--- config.mk ---
export PLATFORM = sky130hd
export DESIGN_NAME = scc_clock_ctrl
export DESIGN_NICKNAME = d
export VERILOG_FILES = /design/src/design/scc_pkg.sv /design/src/design/scc_clock_ctrl.sv /design/src/design/scc_gear.sv /design/src/design/scc_warmup.sv
export SDC_FILE = /design/constraint.sdc
export NUM_CORES = 1
export LEC_CHECK = 0
export BUFFER_PORTS_ARGS = -buffer_cell sky130_fd_sc_hd__buf_2
export CORE_MARGIN = 2
export CORE_UTILIZATION = 50
export CTS_CLUSTER_SIZE = 24
export DETAILED_ROUTE_END_ITERATION = 8
export PLACE_DENSITY_LB_ADDON = 0.05
export RECOVER_POWER = 50
export SYNTH_ARGS = -nofsm -noshare
export SYNTH_HDL_FRONTEND = slang
export SYNTH_HIERARCHICAL = 1
export SYNTH_SLANG_ARGS = --single-unit
export TNS_END_PERCENT = 30
--- constraint.sdc ---
create_clock -name clk_i -period 2.9 [get_ports clk_i]
set_clock_uncertainty 0.15 [all_clocks]
set_input_delay 0.58 -clock clk_i [delete_from_list [all_inputs] [get_ports clk_i]]
set_output_delay 0.58 -clock clk_i [all_outputs]
set_load 0.02 [all_outputs]
--- src/design/scc_pkg.sv ---
// Purpose: Shared constants and helpers for the system clock control registers
// Assumes: 40 MHz system clock, byte-wide registers
// Notes: Prescaler and gear outputs are clock-enable ticks, not clocks
package scc_pkg;

  // ----------------------------------------
  // Register map
  // ----------------------------------------
  localparam logic [31:0] SCC_OSC_CTRL_ADDR = 32'hffffee00;
  localparam logic [31:0] SCC_GEAR_CTRL_ADDR = 32'hffffee01;
  localparam logic [31:0] SCC_IRQ_STAT_ADDR = 32'hffffee10;
  localparam logic [31:0] SCC_IRQ_MASK_ADDR = 32'hffffee11;

  // ----------------------------------------
  // Reset values
  // ----------------------------------------
  localparam logic [7:0] SCC_OSC_CTRL_RST = 8'hf0;
  localparam logic [7:0] SCC_GEAR_CTRL_RST = 8'h07;
  localparam logic [1:0] SCC_IRQ_MASK_RST = 2'h0;

  // ----------------------------------------
  // Field positions
  // ----------------------------------------
  localparam int SCC_OSC_EN_BIT = 7;
  localparam int SCC_KEEP1_HI_BIT = 6;
  localparam int SCC_AFTER_STOP_BIT = 5;
  localparam int SCC_KEEP1_LO_BIT = 4;
  localparam int SCC_WARMUP_BIT = 2;
  localparam int SCC_PRESC_LSB = 0;
  localparam int SCC_SRC_FLAG_BIT = 6;
  localparam int SCC_SRC_SEL_BIT = 5;
  localparam int SCC_PERIPH_SRC_BIT = 4;
  localparam int SCC_LS_GEAR_BIT = 3;
  localparam int SCC_HS_GEAR_LSB = 0;
  localparam int SCC_IRQ_WARMUP_BIT = 0;
  localparam int SCC_IRQ_SWITCH_BIT = 1;
  localparam logic [2:0] SCC_GEAR_RSVD = 3'h5;

  // ----------------------------------------
  // Timing
  // ----------------------------------------
  localparam int SCC_CLK_MHZ = 40;
  localparam int SCC_WARMUP_NS = 100000;
  localparam int SCC_WARMUP_CYCLES = (SCC_WARMUP_NS * SCC_CLK_MHZ + 999) / 1000;

  // ----------------------------------------
  // Types and helpers
  // ----------------------------------------
  typedef enum logic [1:0] {SCC_RUN_HS, SCC_RUN_LS, SCC_TO_HS} scc_clk_state_t;

  // Eighths of the high-speed clock passed by each gear code
  function automatic logic [3:0] scc_gear_num(input logic [2:0] code);
    unique case (code)
      3'h0: scc_gear_num = 4'h8;
      3'h1: scc_gear_num = 4'h7;
      3'h2: scc_gear_num = 4'h6;
      3'h3: scc_gear_num = 4'h5;
      3'h4: scc_gear_num = 4'h4;
      3'h6: scc_gear_num = 4'h2;
      3'h7: scc_gear_num = 4'h1;
      default: scc_gear_num = 4'h8;
    endcase
  endfunction : scc_gear_num

  // Prescaler divide ratio minus one, per select code
  function automatic logic [3:0] scc_presc_last(input logic [1:0] code);
    unique case (code)
      2'h0: scc_presc_last = 4'hf;
      2'h1: scc_presc_last = 4'h7;
      2'h2: scc_presc_last = 4'h3;
      2'h3: scc_presc_last = 4'h1;
    endcase
  endfunction : scc_presc_last

endpackage : scc_pkg

--- src/design/scc_clock_ctrl.sv ---
// Purpose: System clock control registers: oscillator, warm-up, gear, prescaler
// Assumes: Plain register port, read data one cycle after the read strobe
// Notes: Stop-mode input is asynchronous and is synchronised
`timescale 1ns/1ps
module scc_clock_ctrl (
  // Clock and reset
  input wire logic clk_i,
  input wire logic rst_b_i,
  input wire logic ce_i,
  // Register port
  input wire logic [31:0] addr_i,
  input wire logic [7:0] wdata_i,
  input wire logic wr_i,
  input wire logic rd_i,
  output logic [7:0] rdata_o,
  // Stop mode pin
  input wire logic stop_mode_i,
  // Clock controls
  output logic hs_osc_run_o,
  output logic sysclk_low_o,
  output logic ls_gear_div2_o,
  output logic periph_src_hs_o,
  output logic [1:0] presc_sel_o,
  output logic [3:0] gear_num_o,
  output logic gear_tick_o,
  output logic presc_tick_o,
  // Interrupt
  output logic irq_o
);

  // ----------------------------------------
  // State
  // ----------------------------------------
  typedef struct packed {
    logic osc_en;
    logic keep1_hi;
    logic after_stop;
    logic keep1_lo;
    logic [1:0] presc;
    logic src_sel;
    logic periph_src;
    logic ls_div2;
    logic [2:0] gear;
    scc_pkg::scc_clk_state_t cst;
    logic flag;
    logic [1:0] stat;
    logic [1:0] mask;
    logic [7:0] rdata;
    logic irq;
    logic osc_run;
    logic [3:0] gear_num;
    logic [3:0] pcnt;
    logic ptick;
    logic stop_s1;
    logic stop_s2;
    logic stop_d;
  } scc_state_t;

  scc_state_t r;
  scc_state_t n;

  logic wu_busy;
  logic wu_done;
  logic gear_tick;
  logic wr_osc;
  logic wr_gear;
  logic wr_mask;
  logic rd_osc;
  logic rd_gear;
  logic rd_stat;
  logic rd_mask;
  logic warm_start;
  logic stop_rel;
  logic sw_evt;
  logic base_tick;

  // ----------------------------------------
  // Address decode
  // ----------------------------------------
  assign wr_osc = wr_i && (addr_i == scc_pkg::SCC_OSC_CTRL_ADDR);
  assign wr_gear = wr_i && (addr_i == scc_pkg::SCC_GEAR_CTRL_ADDR);
  assign wr_mask = wr_i && (addr_i == scc_pkg::SCC_IRQ_MASK_ADDR);
  assign rd_osc = rd_i && (addr_i == scc_pkg::SCC_OSC_CTRL_ADDR);
  assign rd_gear = rd_i && (addr_i == scc_pkg::SCC_GEAR_CTRL_ADDR);
  assign rd_stat = rd_i && (addr_i == scc_pkg::SCC_IRQ_STAT_ADDR);
  assign rd_mask = rd_i && (addr_i == scc_pkg::SCC_IRQ_MASK_ADDR);

  assign warm_start = wr_osc && wdata_i[scc_pkg::SCC_WARMUP_BIT];
  assign stop_rel = r.stop_d && !r.stop_s2;

  // ----------------------------------------
  // Warm-up timer and gear
  // ----------------------------------------
  scc_warmup i_scc_warmup (
    .clk_i(clk_i),
    .rst_b_i(rst_b_i),
    .ce_i(ce_i),
    .start_i(warm_start),
    .busy_o(wu_busy),
    .done_o(wu_done)
  );

  scc_gear i_scc_gear (
    .clk_i(clk_i),
    .rst_b_i(rst_b_i),
    .ce_i(ce_i),
    .num_i(r.gear_num),
    .tick_o(gear_tick)
  );

  // ----------------------------------------
  // Next state
  // ----------------------------------------
  always_comb begin
    n = r;
    sw_evt = 1'b0;
    n.stop_s1 = stop_mode_i;
    n.stop_s2 = r.stop_s1;
    n.stop_d = r.stop_s2;

    if (wr_osc) begin
      n.osc_en = wdata_i[scc_pkg::SCC_OSC_EN_BIT];
      n.keep1_hi = wdata_i[scc_pkg::SCC_KEEP1_HI_BIT];
      n.after_stop = wdata_i[scc_pkg::SCC_AFTER_STOP_BIT];
      n.keep1_lo = wdata_i[scc_pkg::SCC_KEEP1_LO_BIT];
      n.presc = wdata_i[scc_pkg::SCC_PRESC_LSB +: 2];
    end
    // Release outranks a same-cycle write so the wake-up choice holds
    if (stop_rel) begin
      n.osc_en = r.after_stop;
    end

    if (wr_gear) begin
      n.src_sel = wdata_i[scc_pkg::SCC_SRC_SEL_BIT];
      n.periph_src = wdata_i[scc_pkg::SCC_PERIPH_SRC_BIT];
      n.ls_div2 = wdata_i[scc_pkg::SCC_LS_GEAR_BIT];
      // Reserved code is dropped, the old gear stays
      if (wdata_i[scc_pkg::SCC_HS_GEAR_LSB +: 3] != scc_pkg::SCC_GEAR_RSVD) begin
        n.gear = wdata_i[scc_pkg::SCC_HS_GEAR_LSB +: 3];
      end
    end
    n.gear_num = scc_pkg::scc_gear_num(n.gear);

    // Oscillator is held off throughout stop mode
    n.osc_run = n.osc_en && !r.stop_s2;

    // Source switch: back to high speed waits for a warm oscillator
    unique case (r.cst)
      scc_pkg::SCC_RUN_HS: begin
        if (n.src_sel) begin
          n.cst = scc_pkg::SCC_RUN_LS;
          sw_evt = 1'b1;
        end
      end
      scc_pkg::SCC_RUN_LS: begin
        if (!n.src_sel) begin
          n.cst = scc_pkg::SCC_TO_HS;
        end
      end
      scc_pkg::SCC_TO_HS: begin
        if (n.src_sel) begin
          n.cst = scc_pkg::SCC_RUN_LS;
        end else if (r.osc_run && !wu_busy) begin
          n.cst = scc_pkg::SCC_RUN_HS;
          sw_evt = 1'b1;
        end
      end
      default: begin
        n.cst = scc_pkg::SCC_RUN_HS;
      end
    endcase
    n.flag = (n.cst != scc_pkg::SCC_RUN_HS);

    // Peripheral base clock, then prescaler divide
    base_tick = r.periph_src ? 1'b1 : gear_tick;
    n.ptick = 1'b0;
    if (base_tick) begin
      if (r.pcnt >= scc_pkg::scc_presc_last(r.presc)) begin
        n.pcnt = 4'h0;
        n.ptick = 1'b1;
      end else begin
        n.pcnt = r.pcnt + 4'h1;
      end
    end

    // Sticky events; a new event beats the read that clears it
    if (rd_stat) begin
      n.stat = 2'h0;
    end
    if (wu_done) begin
      n.stat[scc_pkg::SCC_IRQ_WARMUP_BIT] = 1'b1;
    end
    if (sw_evt) begin
      n.stat[scc_pkg::SCC_IRQ_SWITCH_BIT] = 1'b1;
    end
    if (wr_mask) begin
      n.mask = wdata_i[1:0];
    end
    n.irq = |(n.stat & n.mask);

    // Read data stands for one cycle; unmapped reads give zero
    n.rdata = 8'h00;
    if (rd_osc) begin
      n.rdata = {r.osc_en, r.keep1_hi, r.after_stop, r.keep1_lo, 1'b0,
                 wu_busy, r.presc};
    end else if (rd_gear) begin
      n.rdata = {1'b0, r.flag, r.src_sel, r.periph_src, r.ls_div2, r.gear};
    end else if (rd_stat) begin
      n.rdata = {6'h00, r.stat};
    end else if (rd_mask) begin
      n.rdata = {6'h00, r.mask};
    end
  end

  // ----------------------------------------
  // Registers
  // ----------------------------------------
  always_ff @(posedge clk_i) begin
    if (!rst_b_i) begin
      r <= '0;
      {r.osc_en, r.keep1_hi, r.after_stop, r.keep1_lo} <= scc_pkg::SCC_OSC_CTRL_RST[7:4];
      r.presc <= scc_pkg::SCC_OSC_CTRL_RST[1:0];
      r.src_sel <= scc_pkg::SCC_GEAR_CTRL_RST[5];
      r.periph_src <= scc_pkg::SCC_GEAR_CTRL_RST[4];
      r.ls_div2 <= scc_pkg::SCC_GEAR_CTRL_RST[3];
      r.gear <= scc_pkg::SCC_GEAR_CTRL_RST[2:0];
      r.gear_num <= scc_pkg::scc_gear_num(scc_pkg::SCC_GEAR_CTRL_RST[2:0]);
      r.cst <= scc_pkg::SCC_RUN_HS;
      r.mask <= scc_pkg::SCC_IRQ_MASK_RST;
      r.osc_run <= 1'b1;
    end else if (ce_i) begin
      r <= n;
    end
  end

  // ----------------------------------------
  // Outputs
  // ----------------------------------------
  assign rdata_o = r.rdata;
  assign hs_osc_run_o = r.osc_run;
  assign sysclk_low_o = r.flag;
  assign ls_gear_div2_o = r.ls_div2;
  assign periph_src_hs_o = r.periph_src;
  assign presc_sel_o = r.presc;
  assign gear_num_o = r.gear_num;
  assign gear_tick_o = gear_tick;
  assign presc_tick_o = r.ptick;
  assign irq_o = r.irq;
endmodule : scc_clock_ctrl

--- src/design/scc_gear.sv ---
// Purpose: Fractional gear tick generator for the high-speed clock
// Assumes: num_i in 1..8 eighths
// Notes: Ticks are spread evenly by a phase accumulator
`timescale 1ns/1ps
module scc_gear (
  // Clock and reset
  input wire logic clk_i,
  input wire logic rst_b_i,
  input wire logic ce_i,
  // Ratio
  input wire logic [3:0] num_i,
  // Tick
  output logic tick_o
);

  typedef struct packed {
    logic [3:0] acc;
    logic tick;
  } scc_gr_state_t;

  scc_gr_state_t r;
  scc_gr_state_t n;
  logic [4:0] sum;

  always_comb begin
    n = r;
    sum = {1'b0, r.acc} + {1'b0, num_i};
    if (sum >= 5'h08) begin
      n.acc = 4'(sum - 5'h08);
      n.tick = 1'b1;
    end else begin
      n.acc = sum[3:0];
      n.tick = 1'b0;
    end
  end

  always_ff @(posedge clk_i) begin
    if (!rst_b_i) begin
      r <= '0;
    end else if (ce_i) begin
      r <= n;
    end
  end

  assign tick_o = r.tick;
endmodule : scc_gear

--- src/design/scc_warmup.sv ---
// Purpose: Oscillator warm-up timer
// Assumes: start_i is a one-cycle pulse on clk_i
// Notes: A start while busy restarts the full count
`timescale 1ns/1ps
module scc_warmup (
  // Clock and reset
  input wire logic clk_i,
  input wire logic rst_b_i,
  input wire logic ce_i,
  // Control
  input wire logic start_i,
  // Status
  output logic busy_o,
  output logic done_o
);

  typedef struct packed {
    logic [11:0] cnt;
    logic busy;
    logic done;
  } scc_wu_state_t;

  scc_wu_state_t r;
  scc_wu_state_t n;

  always_comb begin
    n = r;
    n.done = 1'b0;
    if (start_i) begin
      n.cnt = 12'(scc_pkg::SCC_WARMUP_CYCLES - 1);
      n.busy = 1'b1;
    end else if (r.busy) begin
      if (r.cnt == 12'h000) begin
        n.busy = 1'b0;
        n.done = 1'b1;
      end else begin
        n.cnt = r.cnt - 12'h001;
      end
    end
  end

  always_ff @(posedge clk_i) begin
    if (!rst_b_i) begin
      r <= '0;
    end else if (ce_i) begin
      r <= n;
    end
  end

  assign busy_o = r.busy;
  assign done_o = r.done;

endmodule : scc_warmup

==> metrics.md <==
| Metric | Value |
|---|---|
| Ant diodes | 0 |
| Psw | 0.000464 W |
| PD cells | 420 nW/um2 |
| GRT Overall Usage | 0.231 |
| Post-route ant nets | 0 |
| Count leader, synth | dfxtp_1 |
| Routed vias | 3,234 |
| Hold_buf cts | 0 |
| Initial drt markers | 106 |
| Mapped Nets | 458 |
| CP cell instances | buf_2 > or4_4 > nor4_2 > clkbuf_1 > nand4_1 > nor2_2 > buf_4 > inv_1 > a41oi_2 > buf_4 > o21a_1 > o221a_2 |
| Die area | 7860 um2 |
| Aggregate routed wire length | 8.44 mm |
| Total power | 0.00177 W |
| MaxCap Viol Count | 0 |
| Synth Instances | 401 |
| Minimum clock period | 2690 ps |
| Slew @ Worst Pin | 1170 ps |
| Critical Path Fanout Max | 7 |
| CP startpoint kind | input port |
| Register area | 1200 um2 |
| Simple-Gate Fraction of Synth Area | 0.258 |
| Worst slew margin relative to its limit | 0.221 |
| Crit path kind | input port to flop |
| Fin area | 4220 um2 |
| P&R area growth vs syn | 17.7% |
| # fillers | 634 |
| Routed vias/inst | 5.69 |
| Hold Vio Cnt, Final | 0 |
| WL/cell | 14.9 um |
| Type of the worst min-delay path | input port to flop |
| Placed cell area | 4040 um2 |
| Detailed Place HPWL | 6.18 mm |
| Postcts setup bufs | 0 |
| Synth top area cells | dfxtp_1 34%, mux2i_1 6.7%, ha_1 3.5%, nor2b_1 3.1%, buf_4 2.9% |
| Clock power share | 0.431 |
| Sequential share of power | 0.478 |
| Switching portion of total power | 0.262 |
| Core ar. | 6870 um2 |
| Number of synthesized flops with an enable pin | 0 |
| Fin. max-slew vios | 0 |
| Clk slew on worst S/H paths | 70 ps |
| Crit-path slowest cell | or4_4 |
| Post-CTS Resized | 0 |
| Post-synth top cells | 60 x dfxtp_1, 25 x nand2_1, 24 x mux2i_1 |
| Htree depth | 3 |
| Yosys warns | 6 |
| Maximum vdd ir drop | 271 uV |
| Die X | 88.7 um |
| Clock Tree Buf Depth | 2 |
| Max Freq | 0.372 GHz |
| DR DRC count | 0 |
| Post-Synth Adder-Cell Area | 0.0405 |
| Most used cell, CP | buf_4 |
| Total CTS buffers | 9 |
| Critical Path RT | 3040 ps |
| Synth top area share | 0.335 |
| Synthesized area | 3580 um2 |
| Pleak | 1.70 nW |
| Die height | 88.7 um |
| Largest family of logic cells by synthesized area | simple AND/OR/NAND/NOR gates |
| Setup violators final | 0 |
| Multi-input gate area | 2130 um2 |
| DR pass1 iterations | 4 |
| Synth unique cells | 71 |
| Initial antenna violation count | 0 |
| Layout cells sized above 1 | 0.237 |
| Clock Sinks | 60 |
| First-pass GRT wire length | 14.0 mm |
| Proportion of synthesized area in mux cells | 0.0922 |
| Arrival @ worst endpoint | 2820 ps |
| PortBufs | 66 |
| RSZ-0062 raised after global routing | false |
| Status | completed |
| CTS tree | done |
| Top FF cell, synth | dfxtp_1 |
| Initial Util | 0.522 |
| Gpl congestion | 0.859 |
| Synth Area in Compound Gates | 0.181 |
| Biggest area consumer among synthesized cells | dfxtp_1 |
| IO Pins | 67 |
| Vias in the first global route | 2,985 |
| Root Buffer | clkbuf_8 |
| Post-Syn Area per Cell | 8.94 um2 |
| GRT overflow | 0 |
| Capturing element type of the critical path | flop |
| Crit-path max cell delay | 530 ps |
| Sequential element share of the synthesized area | 0.335 |
| P_int | 0.00131 W |
| Comb power frac | 0.091 |
| Async SR Flop Fraction | 0 |
| Worst skew pair latency | 340 ps |
| Final nets | 524 |
| Register bit total from synthesis | 60 |
| Period utilization | 0.927 |
| Post-synthesis xor/xnor area fraction | 0.0147 |
| Largest net degree at the start of global routing | 29 |
| Cell Rows | 30 |
-- layout make-up --
cell class	count	share of cell area
multi-input cells	285	0.505
flip-flops and latches	60	0.285
repair buffers	89	0.115
clock buffers	9	0.0294
well taps	96	0.0285
inverters	22	0.0196
clock inverters	7	0.0178
-- flip-flops by register name, summed over array words and instances, names as in the netlist, 2 cells and up --
register        flops
i_scc_warmup/r     12
gear_num_o          4
rdata_o             8
i_scc_gear/r        4
n                   2
r                  19
presc_sel_o         2
-- through the flow --
step	hold slack [ps]	setup slack, ps	cells	TNS [ps]	util
global route	319	38.1	568	0	0.614
detailed placement	317	-206	552	-2100	0.589
floorplan	291	-37.2	401	-37.2	-
CTS	304	121	568	0	0.618
global placement	302	-143	552	-1270	0.589
finish	310	212	568	0	0.614
-- per-layer routing --
| layer | wire (um) | global-route usage | up-vias |
|---|---|---|---|
| li1 | - | - | 1598 |
| met1 | 3980 | 0.311 | 1547 |
| met2 | 3950 | 0.357 | 76 |
| met3 | 377 | 0.0550 | 13 |
| met4 | 136 | 0.0923 | 0 |
| met5 | 0 | 0 | - |
-- cell families after synthesis --
| family | after synthesis |
|---|---|
| adders and majority gates | 11 |
| xor gates and xnor gates | 6 |
| DFF | 60 |
| buffers and inverters | 56 |
| muxes | 30 |
| and+or+nand+nor | 148 |
| AOI/OAI and AO/OA | 90 |
-- critical path: cells and delay by family --
family	cells	cell delay, ps
buf+inv	5	650
simple gates	4	1090
compound gates	3	500
-- power groups by stage --
stage / Combinational (W) / Clock (W) / Sequential [W]
floorplan: 0.0000902 / 0 / 0.000866
global placement: 0.000157 / 0 / 0.000865
detailed placement: 0.000161 / 0 / 0.000866
CTS: 0.000162 / 0.000786 / 0.000847
global route: 0.000179 / 0.000822 / 0.000849
finish: 0.000161 / 0.000764 / 0.000847
-- cell usage in the layout, fill, tap and decap left out, types with 5 or more instances in the layout --
master,n
nor2b_1,18
nand2_1,25
buf_4,21
ha_1,10
clkbuf_8,9
o21ai_1,6
o21ai_0,11
nor3_1,9
nor2_1,13
nand2b_1,10
a21boi_0,10
o22ai_1,7
dfxtp_1,60
buf_2,44
a21o_1,5
and2_1,10
clkbuf_1,23
inv_1,22
a21oi_1,14
nand4_1,14
nand3_1,6
o21a_1,6
mux2i_1,24
-- worst paths after layout --
check / start / endpoint / slack, ps / cells after the start
worst max register to register: gear_num_o[0]$_SDFFE_PN1P_ / i_scc_gear/tick_o$_SDFFE_PN0P_ / 830 / 5
worst max-delay path: addr_i[2] / i_scc_warmup/r[4]$_SDFFE_PN0P_ / 210 / 12
worst min-delay path: wdata_i[6] / r[39]$_SDFFE_PN1P_ / 310 / 3
worst min register to register: rdata_o[1]$_SDFFE_PN0P_ / rdata_o[1]$_SDFFE_PN0P_ / 330 / 2
(Power assumes the default switching activity.)
